File: config.mk
export PLATFORM = sky130hd
export DESIGN_NAME = dsad_decoder
export DESIGN_NICKNAME = d
export VERILOG_FILES = /design/src/dsad_pkg.sv /design/src/dsad_cs_match.sv /design/src/dsad_cal_loader.sv /design/src/dsad_decoder.sv
export SDC_FILE = /design/constraint.sdc
export NUM_CORES = 1
export LEC_CHECK = 0
export ABC_AREA = 1
export BUFFER_PORTS_ARGS = -buffer_cell sky130_fd_sc_hd__buf_2
export CELL_PAD_IN_SITES_DETAIL_PLACEMENT = 1
export CELL_PAD_IN_SITES_GLOBAL_PLACEMENT = 1
export CORE_MARGIN = 2
export CORE_UTILIZATION = 38
export DETAILED_ROUTE_END_ITERATION = 12
export PLACE_DENSITY = 0.94
export SYNTH_ARGS = -nofsm -noshare
export SYNTH_HDL_FRONTEND = slang
export SYNTH_SLANG_ARGS = --single-unit
File: constraint.sdc
create_clock -name core_clk -period 6.9 [get_ports core_clk]
set_input_delay 0.345 -clock core_clk [delete_from_list [all_inputs] [get_ports core_clk]]
set_output_delay 0.345 -clock core_clk [all_outputs]
set_load 0.005 [all_outputs]
File: src/dsad_pkg.sv
// Shared constants and types for the data space address decoder.
// Assumes a 24-bit byte address and an 8-bit data bus on the load/store side.
package dsad_pkg;
  // Region boundaries; the bases are shared, the ends are given per memory-size variant.
  localparam logic [23:0] IO_END = 24'h000fff;
  localparam logic [23:0] EE_BASE = 24'h001000;
  localparam logic [23:0] EE_END_2K = 24'h0017ff;
  localparam logic [23:0] EE_END_4K = 24'h001fff;
  localparam logic [23:0] SRAM_BASE = 24'h002000;
  localparam logic [23:0] SRAM_END_4K = 24'h002fff;
  localparam logic [23:0] SRAM_END_8K = 24'h003fff;
  localparam logic [23:0] SRAM_END_16K = 24'h005fff;
  localparam logic [23:0] SRAM_END_32K = 24'h009fff;
  localparam logic [23:0] EXT_BASE_32K = 24'h010000;
  localparam logic [23:0] ADDR_ONE = 24'h000001;
  // Reach of the short I/O and single-bit instructions.
  localparam logic [23:0] SHORT_IO_END = 24'h00003f;
  localparam logic [23:0] BIT_IO_END = 24'h00001f;
  // Static memory reach with only two ports given to the external bus.
  localparam logic [23:0] STATIC_2PORT_END = 24'h07ffff;
  // External address width limits and chip select size limit.
  localparam logic [4:0] EXT_BITS_MIN = 5'h08;
  localparam logic [4:0] EXT_BITS_MAX = 5'h18;
  localparam logic [4:0] CS_SIZE_MAX = 5'h10;
  localparam int CS_COUNT = 4;
  // Field positions of the flash pointer and the EEPROM address.
  localparam int FLASH_WORD_LSB = 1;
  localparam int FLASH_PAGE_LSB_SMALL = 8;
  localparam int FLASH_PAGE_LSB = 9;
  localparam logic [7:0] FLASH_WORD_MASK_SMALL = 8'h7f;
  localparam logic [10:0] FLASH_PAGE_MASK_SMALL = 11'h1ff;
  localparam int EE_PAGE_LSB = 5;
  localparam logic [6:0] EE_PAGE_MASK_2K = 7'h3f;
  // Last calibration entry copied out after reset.
  localparam logic [3:0] CAL_LOAD_LAST = 4'h3;

  typedef enum logic [2:0] {
    RGN_IO = 3'b000,
    RGN_EE = 3'b001,
    RGN_SRAM = 3'b010,
    RGN_EXT = 3'b011,
    RGN_HOLE = 3'b100
  } dsad_region_t;

  typedef enum logic [1:0] {
    CS_STATIC = 2'b00,
    CS_REDUCED = 2'b01,
    CS_SDRAM = 2'b10,
    CS_OFF = 2'b11
  } dsad_cs_type_t;

  typedef enum logic [2:0] {
    NVM_CAL_READ = 3'b000,
    NVM_CAL_WRITE = 3'b001,
    NVM_CAL_ERASE = 3'b010,
    NVM_SIG_WRITE = 3'b011,
    NVM_SIG_ERASE = 3'b100,
    NVM_CHIP_ERASE = 3'b101
  } dsad_nvm_op_t;

  typedef enum logic {
    FSM_IDLE = 1'b0,
    FSM_WAIT = 1'b1
  } dsad_fsm_t;
endpackage

File: src/dsad_cs_match.sv
// Window match for one external chip select.
// Assumes the base is aligned to the window size; low base bits are ignored.
`timescale 1ns/100ps
`default_nettype none
module dsad_cs_match (
  input wire logic [23:0] addr,
  input wire logic [23:0] base,
  input wire logic [4:0] size,
  input wire logic [1:0] kind,
  input wire logic three_port,
  output logic hit
);
  logic [4:0] sz;
  logic [23:0] low;
  logic kind_ok;

  // Window of 256 bytes shifted up by size, clamped at 16M.
  always_comb begin
    sz = (size > dsad_pkg::CS_SIZE_MAX) ? dsad_pkg::CS_SIZE_MAX : size;
    low = 24'hffffff >> (dsad_pkg::CS_SIZE_MAX - sz);
    // Dynamic memory needs three ports; two-port static memory stops at 512K.
    case (kind)
      dsad_pkg::CS_SDRAM: kind_ok = three_port;
      dsad_pkg::CS_OFF: kind_ok = 1'b0;
      default: kind_ok = three_port || (addr <= dsad_pkg::STATIC_2PORT_END);
    endcase
    hit = kind_ok && ((addr & ~low) == (base & ~low));
  end
endmodule
`default_nettype wire

File: src/dsad_cal_loader.sv
// Walks the calibration entries once after reset and strobes each out.
// Assumes receiving modules take the calibration byte themselves on the strobe.
`timescale 1ns/100ps
`default_nettype none
module dsad_cal_loader (
  input wire logic core_clk,
  input wire logic rst,
  output logic [3:0] cal_index,
  output logic cal_load,
  output logic cal_busy
);
  typedef struct packed {
    logic busy;
    logic [3:0] idx;
    logic load;
    logic [3:0] lidx;
  } dsad_cal_t;
  dsad_cal_t st;
  dsad_cal_t next_st;

  // One entry per cycle, from the first edge after reset is released.
  always_comb begin
    next_st = st;
    next_st.load = st.busy;
    next_st.lidx = st.idx;
    if (st.busy) begin
      if (st.idx == dsad_pkg::CAL_LOAD_LAST) begin
        next_st.busy = 1'b0;
      end else begin
        next_st.idx = st.idx + 4'h1;
      end
    end
  end

  // Busy comes up in reset so the bus is held off until the copy ends.
  always_ff @(posedge core_clk) begin
    if (rst) begin
      st <= '0;
      st.busy <= 1'b1;
    end else begin
      st <= next_st;
    end
  end

  assign cal_index = st.lidx;
  assign cal_load = st.load;
  assign cal_busy = st.busy;
endmodule
`default_nettype wire

File: src/dsad_decoder.sv
// Data space address decoder: region select, chip selects, wait states,
// flash/EEPROM index split and non-volatile row protection.
// Assumes the bus master holds address and strobes while bus_stall is high.
`timescale 1ns/100ps
`default_nettype none
module dsad_decoder (
  input wire logic core_clk,
  input wire logic rst,
  input wire logic [23:0] bus_addr,
  input wire logic bus_rd,
  input wire logic bus_wr,
  input wire logic short_io_op,
  input wire logic bit_access_op,
  input wire logic [7:0] tgt_rdata,
  input wire logic [1:0] sram_size,
  input wire logic eeprom_4k,
  input wire logic eeprom_mapped,
  input wire logic ee_space_req,
  input wire logic [11:0] ee_space_addr,
  input wire logic three_port,
  input wire logic [4:0] ext_addr_bits,
  input wire logic [1:0] ext_mux_mode,
  input wire logic [3:0][1:0] cs_type,
  input wire logic [3:0][23:0] cs_base,
  input wire logic [3:0][4:0] cs_size,
  input wire logic [3:0][3:0] cs_wait,
  input wire logic [1:0] sdram_cas,
  input wire logic [9:0] sdram_refresh_period,
  input wire logic [23:0] flash_ptr,
  input wire logic flash_small,
  input wire logic nvm_req,
  input wire logic [2:0] nvm_op,
  output logic sel_io,
  output logic sel_eeprom,
  output logic sel_sram,
  output logic sel_ext,
  output logic sel_hole,
  output logic [3:0] cs_sel,
  output logic [23:0] ext_addr,
  output logic [1:0] ext_phases,
  output logic bus_stall,
  output logic bus_done,
  output logic tgt_we,
  output logic [7:0] bus_rdata,
  output logic op_illegal,
  output logic [7:0] flash_word_index,
  output logic [10:0] flash_page_index,
  output logic [6:0] eeprom_page_index,
  output logic [4:0] eeprom_byte_index,
  output logic sdram_refresh_req,
  output logic nvm_accept,
  output logic nvm_reject,
  output logic sig_write_go,
  output logic sig_erase_go,
  output logic chip_erase_go,
  output logic [3:0] cal_index,
  output logic cal_load
);
  typedef struct packed {
    dsad_pkg::dsad_fsm_t fsm;
    logic [4:0] wait_cnt;
    logic wr_q;
    logic rd_q;
    logic [9:0] ref_cnt;
    logic sel_io;
    logic sel_eeprom;
    logic sel_sram;
    logic sel_ext;
    logic sel_hole;
    logic [3:0] cs_sel;
    logic [23:0] ext_addr;
    logic [1:0] ext_phases;
    logic bus_stall;
    logic bus_done;
    logic tgt_we;
    logic [7:0] bus_rdata;
    logic op_illegal;
    logic [7:0] flash_word_index;
    logic [10:0] flash_page_index;
    logic [6:0] eeprom_page_index;
    logic [4:0] eeprom_byte_index;
    logic sdram_refresh_req;
    logic nvm_accept;
    logic nvm_reject;
    logic sig_write_go;
    logic sig_erase_go;
    logic chip_erase_go;
  } dsad_state_t;

  dsad_state_t st;
  dsad_state_t next_st;
  logic [3:0] cs_hit;
  logic cal_busy;
  logic take;
  dsad_pkg::dsad_region_t rgn;
  logic [3:0] first_hit;
  logic [4:0] hit_wait;
  logic any_sdram;
  logic hole;
  logic [11:0] ee_split;
  logic [11:0] ee_sep;

  // Region of an address; the bases are fixed, the SRAM end and external start follow the variant.
  function automatic dsad_pkg::dsad_region_t region_of(
    input logic [23:0] a,
    input logic [1:0] sz,
    input logic ee4k,
    input logic emap
  );
    logic [23:0] s_end;
    logic [23:0] x_base;
    case (sz)
      2'b00: s_end = dsad_pkg::SRAM_END_4K;
      2'b01: s_end = dsad_pkg::SRAM_END_8K;
      2'b10: s_end = dsad_pkg::SRAM_END_16K;
      default: s_end = dsad_pkg::SRAM_END_32K;
    endcase
    // The largest SRAM leaves a hole up to the next 64K boundary.
    x_base = (sz == 2'b11) ? dsad_pkg::EXT_BASE_32K : s_end + dsad_pkg::ADDR_ONE;
    if (a <= dsad_pkg::IO_END) begin
      region_of = dsad_pkg::RGN_IO;
    end else if (a < dsad_pkg::SRAM_BASE) begin
      // Unmapped EEPROM and the tail after a 2K part both read as holes.
      region_of = (emap && a <= (ee4k ? dsad_pkg::EE_END_4K : dsad_pkg::EE_END_2K)) ?
                  dsad_pkg::RGN_EE : dsad_pkg::RGN_HOLE;
    end else if (a <= s_end) begin
      region_of = dsad_pkg::RGN_SRAM;
    end else if (a >= x_base) begin
      region_of = dsad_pkg::RGN_EXT;
    end else begin
      region_of = dsad_pkg::RGN_HOLE;
    end
  endfunction

  // Page and byte of an EEPROM byte offset, page masked to the part size.
  function automatic logic [11:0] ee_index(input logic [11:0] off, input logic ee4k);
    logic [6:0] page;
    page = 7'(off >> dsad_pkg::EE_PAGE_LSB);
    if (!ee4k) begin
      page = page & dsad_pkg::EE_PAGE_MASK_2K;
    end
    ee_index = {page, off[4:0]};
  endfunction

  // Keep only the selected number of external address lines.
  function automatic logic [23:0] ext_mask(input logic [4:0] bits);
    logic [4:0] b;
    b = bits;
    if (b < dsad_pkg::EXT_BITS_MIN) begin
      b = dsad_pkg::EXT_BITS_MIN;
    end
    if (b > dsad_pkg::EXT_BITS_MAX) begin
      b = dsad_pkg::EXT_BITS_MAX;
    end
    ext_mask = ~(24'hffffff << b);
  endfunction

  // One window matcher per chip select, each with its own settings.
  for (genvar i = 0; i < dsad_pkg::CS_COUNT; i++) begin : g_cs
    dsad_cs_match u_cs (
      .addr(bus_addr),
      .base(cs_base[i]),
      .size(cs_size[i]),
      .kind(cs_type[i]),
      .three_port(three_port),
      .hit(cs_hit[i])
    );
  end

  dsad_cal_loader u_cal (
    .core_clk(core_clk),
    .rst(rst),
    .cal_index(cal_index),
    .cal_load(cal_load),
    .cal_busy(cal_busy)
  );

  // Lowest matching chip select wins; its waits are counted in core cycles.
  always_comb begin
    first_hit = 4'h0;
    hit_wait = 5'h00;
    any_sdram = 1'b0;
    for (int i = dsad_pkg::CS_COUNT - 1; i >= 0; i--) begin
      if (cs_type[i] == dsad_pkg::CS_SDRAM) begin
        any_sdram = 1'b1;
      end
      if (cs_hit[i]) begin
        first_hit = 4'h1 << i;
        // Two doubled-clock ticks per core cycle, rounded up.
        hit_wait = 5'((5'(cs_wait[i]) + 5'(ext_mux_mode) + 5'h01) >> 1);
        if (cs_type[i] == dsad_pkg::CS_SDRAM) begin
          hit_wait = hit_wait + 5'(sdram_cas);
        end
      end
    end
  end

  // Same-cycle region decode so internal accesses finish at the next edge.
  always_comb begin
    take = (st.fsm == dsad_pkg::FSM_IDLE) && !cal_busy && (bus_rd || bus_wr);
    rgn = region_of(bus_addr, sram_size, eeprom_4k, eeprom_mapped);
    hole = (rgn == dsad_pkg::RGN_HOLE) || (rgn == dsad_pkg::RGN_EXT && first_hit == 4'h0);
    ee_split = ee_index(12'(bus_addr - dsad_pkg::EE_BASE), eeprom_4k);
    ee_sep = ee_index(ee_space_addr, eeprom_4k);
  end

  // Next state: access sequencing, index split, refresh and row commands.
  always_comb begin
    next_st = st;
    next_st.bus_done = 1'b0;
    next_st.tgt_we = 1'b0;
    next_st.sdram_refresh_req = 1'b0;
    next_st.nvm_accept = 1'b0;
    next_st.nvm_reject = 1'b0;
    next_st.sig_write_go = 1'b0;
    next_st.sig_erase_go = 1'b0;
    next_st.chip_erase_go = 1'b0;
    case (st.fsm)
      dsad_pkg::FSM_IDLE: begin
        next_st.bus_stall = cal_busy;
        if (take) begin
          next_st.sel_io = (rgn == dsad_pkg::RGN_IO);
          next_st.sel_eeprom = (rgn == dsad_pkg::RGN_EE);
          next_st.sel_sram = (rgn == dsad_pkg::RGN_SRAM);
          next_st.sel_ext = (rgn == dsad_pkg::RGN_EXT) && !hole;
          next_st.sel_hole = hole;
          next_st.cs_sel = (rgn == dsad_pkg::RGN_EXT) ? first_hit : 4'h0;
          next_st.ext_addr = bus_addr & ext_mask(ext_addr_bits);
          next_st.ext_phases = ext_mux_mode;
          next_st.wr_q = bus_wr;
          next_st.rd_q = bus_rd;
          // Short and bit forms outside their reach are refused: region select still set, but no write strobe and a zero read.
          next_st.op_illegal = (short_io_op && bus_addr > dsad_pkg::SHORT_IO_END) ||
                               (bit_access_op && bus_addr > dsad_pkg::BIT_IO_END);
          if (rgn == dsad_pkg::RGN_EE) begin
            next_st.eeprom_page_index = ee_split[11:5];
            next_st.eeprom_byte_index = ee_split[4:0];
          end
          if (next_st.sel_ext && hit_wait != 5'h00) begin
            next_st.fsm = dsad_pkg::FSM_WAIT;
            next_st.wait_cnt = hit_wait;
            next_st.bus_stall = 1'b1;
          end else begin
            // Holes finish at once: no write strobe and a zero read.
            next_st.bus_done = 1'b1;
            next_st.tgt_we = bus_wr && !hole && !next_st.op_illegal;
            next_st.bus_rdata = (hole || !bus_rd || next_st.op_illegal) ? 8'h00 : tgt_rdata;
          end
        end
      end
      dsad_pkg::FSM_WAIT: begin
        if (st.wait_cnt == 5'h01) begin
          next_st.fsm = dsad_pkg::FSM_IDLE;
          next_st.bus_stall = 1'b0;
          next_st.bus_done = 1'b1;
          next_st.tgt_we = st.wr_q && !st.op_illegal;
          next_st.bus_rdata = (st.rd_q && !st.op_illegal) ? tgt_rdata : 8'h00;
        end else begin
          next_st.wait_cnt = st.wait_cnt - 5'h01;
        end
      end
      default: begin
        next_st.fsm = dsad_pkg::FSM_IDLE;
      end
    endcase

    // The separate EEPROM space uses the same page split as the mapped window.
    if (ee_space_req) begin
      next_st.eeprom_page_index = ee_sep[11:5];
      next_st.eeprom_byte_index = ee_space_addr[4:0];
    end

    // Flash pointer: bit 0 picks a byte in the 16-bit word and is dropped.
    if (flash_small) begin
      next_st.flash_word_index = 8'(flash_ptr >> dsad_pkg::FLASH_WORD_LSB) &
                                 dsad_pkg::FLASH_WORD_MASK_SMALL;
      next_st.flash_page_index = 11'(flash_ptr >> dsad_pkg::FLASH_PAGE_LSB_SMALL) &
                                 dsad_pkg::FLASH_PAGE_MASK_SMALL;
    end else begin
      next_st.flash_word_index = 8'(flash_ptr >> dsad_pkg::FLASH_WORD_LSB);
      next_st.flash_page_index = 11'(flash_ptr >> dsad_pkg::FLASH_PAGE_LSB);
    end

    // Refresh tick; a zero period turns refresh off altogether.
    if (sdram_refresh_period != 10'h000) begin
      if (st.ref_cnt >= sdram_refresh_period - 10'h001) begin
        next_st.ref_cnt = 10'h000;
        next_st.sdram_refresh_req = any_sdram;
      end else begin
        next_st.ref_cnt = st.ref_cnt + 10'h001;
      end
    end else begin
      next_st.ref_cnt = 10'h000;
    end

    // Calibration row is read-only; chip erase never touches the signature.
    if (nvm_req) begin
      case (nvm_op)
        dsad_pkg::NVM_CAL_WRITE, dsad_pkg::NVM_CAL_ERASE: next_st.nvm_reject = 1'b1;
        dsad_pkg::NVM_CAL_READ: next_st.nvm_accept = 1'b1;
        dsad_pkg::NVM_SIG_WRITE: begin
          next_st.nvm_accept = 1'b1;
          next_st.sig_write_go = 1'b1;
        end
        dsad_pkg::NVM_SIG_ERASE: begin
          next_st.nvm_accept = 1'b1;
          next_st.sig_erase_go = 1'b1;
        end
        dsad_pkg::NVM_CHIP_ERASE: begin
          next_st.nvm_accept = 1'b1;
          next_st.chip_erase_go = 1'b1;
        end
        default: next_st.nvm_reject = 1'b1;
      endcase
    end
  end

  // Stall starts high so nothing is taken before the calibration copy.
  always_ff @(posedge core_clk) begin
    if (rst) begin
      st <= '0;
      st.bus_stall <= 1'b1;
    end else begin
      st <= next_st;
    end
  end

  // Every output except cal_index and cal_load is a field of the registered state.
  assign sel_io = st.sel_io;
  assign sel_eeprom = st.sel_eeprom;
  assign sel_sram = st.sel_sram;
  assign sel_ext = st.sel_ext;
  assign sel_hole = st.sel_hole;
  assign cs_sel = st.cs_sel;
  assign ext_addr = st.ext_addr;
  assign ext_phases = st.ext_phases;
  assign bus_stall = st.bus_stall;
  assign bus_done = st.bus_done;
  assign tgt_we = st.tgt_we;
  assign bus_rdata = st.bus_rdata;
  assign op_illegal = st.op_illegal;
  assign flash_word_index = st.flash_word_index;
  assign flash_page_index = st.flash_page_index;
  assign eeprom_page_index = st.eeprom_page_index;
  assign eeprom_byte_index = st.eeprom_byte_index;
  assign sdram_refresh_req = st.sdram_refresh_req;
  assign nvm_accept = st.nvm_accept;
  assign nvm_reject = st.nvm_reject;
  assign sig_write_go = st.sig_write_go;
  assign sig_erase_go = st.sig_erase_go;
  assign chip_erase_go = st.chip_erase_go;
endmodule
`default_nettype wire

# Yosys cells after proc, flatten, opt, wreduce, memory -nomap -nowiden
# Index checks and enable logic that the tools add are counted.
# W data, S select, Z words.
# classes
add_sub_neg	22
n_mul	0
div	0
order_cmp	15
n_eq_ne	30
shift	5
mux	66
bitwise	19
n_reduce_logical	45
# op_table
operator	n
$and A24 B24 Y24	9
$not A24 Y24	5
$mux W5	20
$eq A24 B24 Y1	4
$shr A24 B5 Y24 const A	4
$mux W12	6
$pmux W16 S3	1
$add A4 B2 Y5	8
$gt A5 B5 Y1 const B	5
$add A24 B1 Y24 const B	1
$ge A24 B24 Y1	1
$gt A24 B5 Y1 const B	1
$gt A24 B6 Y1 const B	1
$le A24 B12 Y1 const B	1
$le A24 B13 Y1	1
$le A24 B16 Y1	1
$le A24 B19 Y1 const B	1
$lt A24 B14 Y1 const B	1
$mux W24	1
$mux W4	6
$mux W8	3
$shl A24 B5 Y24 const A	1
$pmux W11 S2	1
$add A5 B1 Y5 const B	4
other kinds (41)	115
# word_totals
reg_bits	112
latch_bits	0
mem_bits_rw	0
romBits	0
in_bits	244
out_inout_bits	89
wordCells	236
n_memories	0

# Depth between registers and ports, before layout
# logic_depth
word_depth	21
mapped_depth	31
depth_no_buf	31

# Modules after synthesis
# A second synthesis with hierarchy kept.
# unflattened
hier_cells	1587
area_unflattened_um2	10387.5
# modules_own_cells
mod	instances	cells_per_inst	area_per_inst_um2	seq_area_each_um2
dsad_decoder	1	1037	7024.2	2042.0
dsad_cs_match	4	127	748.2	0.0
dsad_cal_loader	1	42	370.4	200.2

# Worst setup path before layout
# No wires, ideal clock.
# synth_timing
path_kind	in2reg
start	input port cs_size[7] (netlist name)
end	register st, in the netlist bus_rdata[6]
setup_ps	111
t_arrival_ps	3097
required_ps	6789
slack_ps	3692
cell_stages	30
path_buffers	0
path_cell_list	nor2_1 -> nand3_1 -> nand2_1 -> nand2_1 -> ha_1 -> inv_1 -> ha_1 -> inv_1 -> nand2_1 -> or2_2 -> nand3_1 -> nand2_1 -> nand3_1 -> a21oi_1 -> nand3_2 -> nand2_1 -> inv_1 -> nand2_1 -> inv_2 -> nand2_1 -> nand2_1 -> nand2_2 -> nor2_4 -> nand2_4 -> nand2_8 -> nand2_8 -> nand2_4 -> inv_2 -> nor2_1 -> nor2_1
# synth_between
elab_chain_len	19
word_cells_on_any_way	28
cone_classes	1 x add/sub; 1 x order compare; 2 x eq/ne; 1 x shift; 9 x mux; 3 x bitwise; 11 x reduce/logical
# synth_rtl
item	line_no	source
start, declared	dsad_decoder.sv:25	input wire logic [3:0][4:0] cs_size,
$gt A5 B5 Y1	dsad_cs_match.sv:19	sz = (size > dsad_pkg::CS_SIZE_MAX) ? dsad_pkg::CS_SIZE_MAX : size;
$mux W5 (*)	dsad_cs_match.sv:19	
$sub A5 B5 Y5 (*)	dsad_cs_match.sv:20	low = 24'hffffff >> (dsad_pkg::CS_SIZE_MAX - sz);
$shr A24 B5 Y24 (*)	dsad_cs_match.sv:20	
$not A24 Y24 (*)	dsad_cs_match.sv:27	hit = kind_ok && ((addr & ~low) == (base & ~low));
$and A24 B24 Y24	dsad_cs_match.sv:27	
$eq A24 B24 Y1 (*)	dsad_cs_match.sv:27	
$logic_and A1 B1 Y1 (*)	dsad_cs_match.sv:27	
$mux W4 (2 in series)	dsad_decoder.sv:187	if (cs_hit[i]) begin
$logic_not A4 Y1	dsad_decoder.sv:202	hole = (rgn == dsad_pkg::RGN_HOLE) || (rgn == dsad_pkg::RGN_EXT && first_hit == 4'h0);
$logic_and A1 B1 Y1	dsad_decoder.sv:202	
$logic_or A1 B1 Y1	dsad_decoder.sv:202	
$logic_or A1 B1 Y1 (2 in series)	dsad_decoder.sv:247	next_st.bus_rdata = (hole || !bus_rd || next_st.op_illegal) ? 8'h00 : tgt_rdata;
$mux W8	dsad_decoder.sv:247	
$mux W10	dsad_decoder.sv:239	if (next_st.sel_ext && hit_wait != 5'h00) begin
$mux W12	dsad_decoder.sv:221	if (take) begin
$pmux W11 S2	dsad_decoder.sv:218	case (st.fsm)
end signal, assigned	dsad_decoder.sv:324	st <= next_st;
end, declared	dsad_decoder.sv:90	dsad_state_t st;
# Every way passes the cells marked *; elsewhere a longest branch is shown, timed or not. The select of a mux whose other input is x is not followed.
# A chain may end at the register's enable or synchronous reset.

# Final worst setup path
# layout_timing
start	input port cs_size[7] (netlist name)
end	register st, in the netlist bus_rdata[7]
# Same word-level chain as after synthesis.

==> impl_metrics.ini <==
[global_route]
antenna_found_initial = 4
grt_pass1_vias = 10812
track_usage_pct = 26.8
gr-total-overflow = 0
grt_pass1_wl_mm = 55.9
grt_start_max_net_pins = 53

[logic_synthesis]
synthArstFlopShare_pct = 0
yosysWarnings = 0
synth-main-ff-cell = dfxtp_1
syn_inst = 1465
ys_types = 48
synth_nets = 1773
ys_seq_elements = 112
post-synth-top-area-fraction_pct = 23.2
syn_area_sq_mm = 0.00966
synthTopCellsByArea = dfxtp_1, nand2_1, ha_1
yosysSeqAreaShare_pct = 23.2
synth.avg_cell_area_sq_um = 6.60
yosysTopAreaCell = dfxtp_1
synth_edf_count = 0

[route]
wirelength_mm = 36.5
vias = 10445
drcViolationCount = 0
avgViaCountPerCell = 5.15
first_pass_iters = 6
ant_nets = 0
wl_per_cell_microns = 18.0
drt-initial-drc-count = 512

[floorplan]
top_level_ports = 333
dieArea_sq_mm = 0.0267
core_area_sq_mm = 0.0251
die_x_microns = 163
start_util_pct = 38.5
fp-row-count = 58
fp.dieH_microns = 163

[timing]
tightest_slew_ps = 1080
final_max_slew_viol_count = 0
max_slew_margin_pct = 28.2
rsz0062_at_grt = no
hold_viol = 0
whs_ps = 166
finalSetupTns_ps = 0
fin_skew_ps = 17.7
timing.fmax_mhz = 270
setup_viol = 0
finalCritPeriodShare_pct = 53.7
min_period_ps = 3710

[power]
peakVddDrop_mv = 0.123
power_density_mw_per_mm2 = 167
total_power_mw = 1.89
p_leak_nw = 5.92

[critical_path]
crit_path_end_kind = register
crit_fanout = 9
critPathKind = in -> reg
crit_buf_inv = 6
crit_top_cell = nand2_1
cp.required_ps = 7170
crit_family = simple AND/OR/NAND/NOR gates
cp_slowest_stage_delay_ps = 310
cp.arrival_ps = 3970
crit_path_start_kind = primary input
slowest_stage = or2_2

[place]
port_buffers = 327
dp_hpwl_mm = 29.4
post_dp_cell_area_sq_mm = 0.0110
gp_congestion = 0.899

[run_status]
status = finished, final reports clean

[flow_run]
drv_cap = 0

[final_layout]
drive_gt1_share_pct = 23.9
area_growth_syn_to_layout_pct = 17.1
final_net_count = 1998
fillers = 3420
fin_area_sq_mm = 0.0113

[clock_tree]
cts_hold_buffers = 0
post_cts_buffers = 0
htreeDepth = 3
clock_latency_ps = 370
clock-sinks = 112
clockRootBuffer = clkbuf_16
cts_resized = 0
cts_tree = yes
cts_buffers = 9
clockBufferDepth = 2
cts.clk_slew.worst_paths_ps = 90

[hold_path]
hold_class = in -> reg
-- cells in the mapped netlist (11+ instances only) --
| cell | count |
|---|---|
| nor3_1 | 18 |
| o21ai_0 | 74 |
| dfxtp_1 | 112 |
| buf_2 | 15 |
| nand2_2 | 11 |
| o21ai_1 | 16 |
| nor2_1 | 161 |
| buf_4 | 71 |
| nand3_1 | 89 |
| a31oi_1 | 11 |
| ha_1 | 56 |
| nand2_1 | 316 |
| a21oi_1 | 71 |
| xor2_1 | 80 |
| nand4_1 | 23 |
| clkbuf_1 | 27 |
| xnor2_1 | 40 |
| inv_1 | 171 |
-- area by class of cell --
cell class	count	area, sq um	share of cell area [%]
repair buffers	330	1660	14.7
well taps	330	413	3.65
flip-flops and latches	112	2240	19.8
diodes	2	5.00	0.0442
inverters	182	683	6.03
multi-input cells	1055	6010	53.1
clock inverters	7	86.3	0.763
clock buffers	9	225	1.99
-- stage by stage --
step	cells	worst slack (ps)	utilization, %
final	2027	3190	45.1
after global placement	2009	3030	43.8
after detailed placement	2009	2880	43.8
after CTS	2025	3230	45.1
after floorplan	1465	3690	-
after global routing	2026	2870	45.1
-- path summary, 6_finish.rpt --
kind	from	endpoint	slack, ps	depth (start not counted)
worst max-delay path	cs_size[7]	bus_rdata[7]$_SDFFE_PP0P_	3190	31
worst min-delay path	nvm_op[0]	sig_erase_go$_SDFF_PP0_	170	2
worst max register to register	st[84]$_SDFF_PP0_	st[86]$_SDFF_PP0_	4480	15
worst min register to register	eeprom_byte_index[2]$_SDFFE_PP0P_	eeprom_byte_index[2]$_SDFFE_PP0P_	470	2
-- power breakdown --
part | total, mW | switching, mW | leakage (nW) | internal (mW)
Sequential | 0.714 | 0.0219 | 0.914 | 0.692
Combinational | 0.632 | 0.393 | 4.86 | 0.238
Clock | 0.547 | 0.286 | 0.151 | 0.261
-- state kept, by name, indices dropped and copies added (netlist names), 2 cells and up --
signal             cells
bus_rdata              8
cs_sel                 4
eeprom_byte_index      5
eeprom_page_index      7
ext_addr              24
ext_phases             2
flash_page_index      11
flash_word_index       8
st                    18
u_cal.cal_index        4
u_cal.next_st          4
-- routing by layer --
layer	share of wire, %	vias to the layer above	GRT usage [%]	routed length [microns]
li1	-	5033	-	-
met1	40	4916	30.7	14500
met2	49	382	48.2	17800
met3	6.4	110	4.72	2330
met4	5.0	4	12.4	1830
met5	0.063	-	0	23
-- cells in the final DEF, fill, tap and decap left out, types with 3 or more instances in the layout --
cell type,synthesis,final
buf_2,15,327
nand2_1,316,316
inv_1,171,171
nor2_1,161,161
dfxtp_1,112,112
nand3_1,89,89
xor2_1,80,80
o21ai_0,74,74
a21oi_1,71,71
ha_1,56,56
xnor2_1,40,40
nand4_1,23,23
nor3_1,18,18
o21ai_1,16,15
nand2_2,11,11
a31oi_1,11,11
inv_2,9,9
or2_2,9,9
clkbuf_16,0,9
nor2_4,8,8
fa_1,8,8
nand2_4,7,7
nand3b_1,7,7
nand3_2,6,6
o22ai_1,6,6
nor4_1,5,5
o211ai_1,4,4
a22oi_1,4,4
nor2_2,3,3
o21bai_1,3,3
clkinv_8,0,3
buf_4,71,3
-- cell families after synthesis --
| logic type | count (synthesis) | synth area share [%] |
|---|---|---|
| AO/OA/AOI/OAI | 200 | 11.2 |
| XOR/XNOR | 120 | 10.9 |
| adder cells (fa/ha/maj) | 64 | 8.91 |
| buffers and inverters | 298 | 14.7 |
| flip-flops | 112 | 23.2 |
| other | 1 | 0.0388 |
| AND/OR/NAND/NOR | 670 | 31.1 |
(Power assumes the default switching activity.)
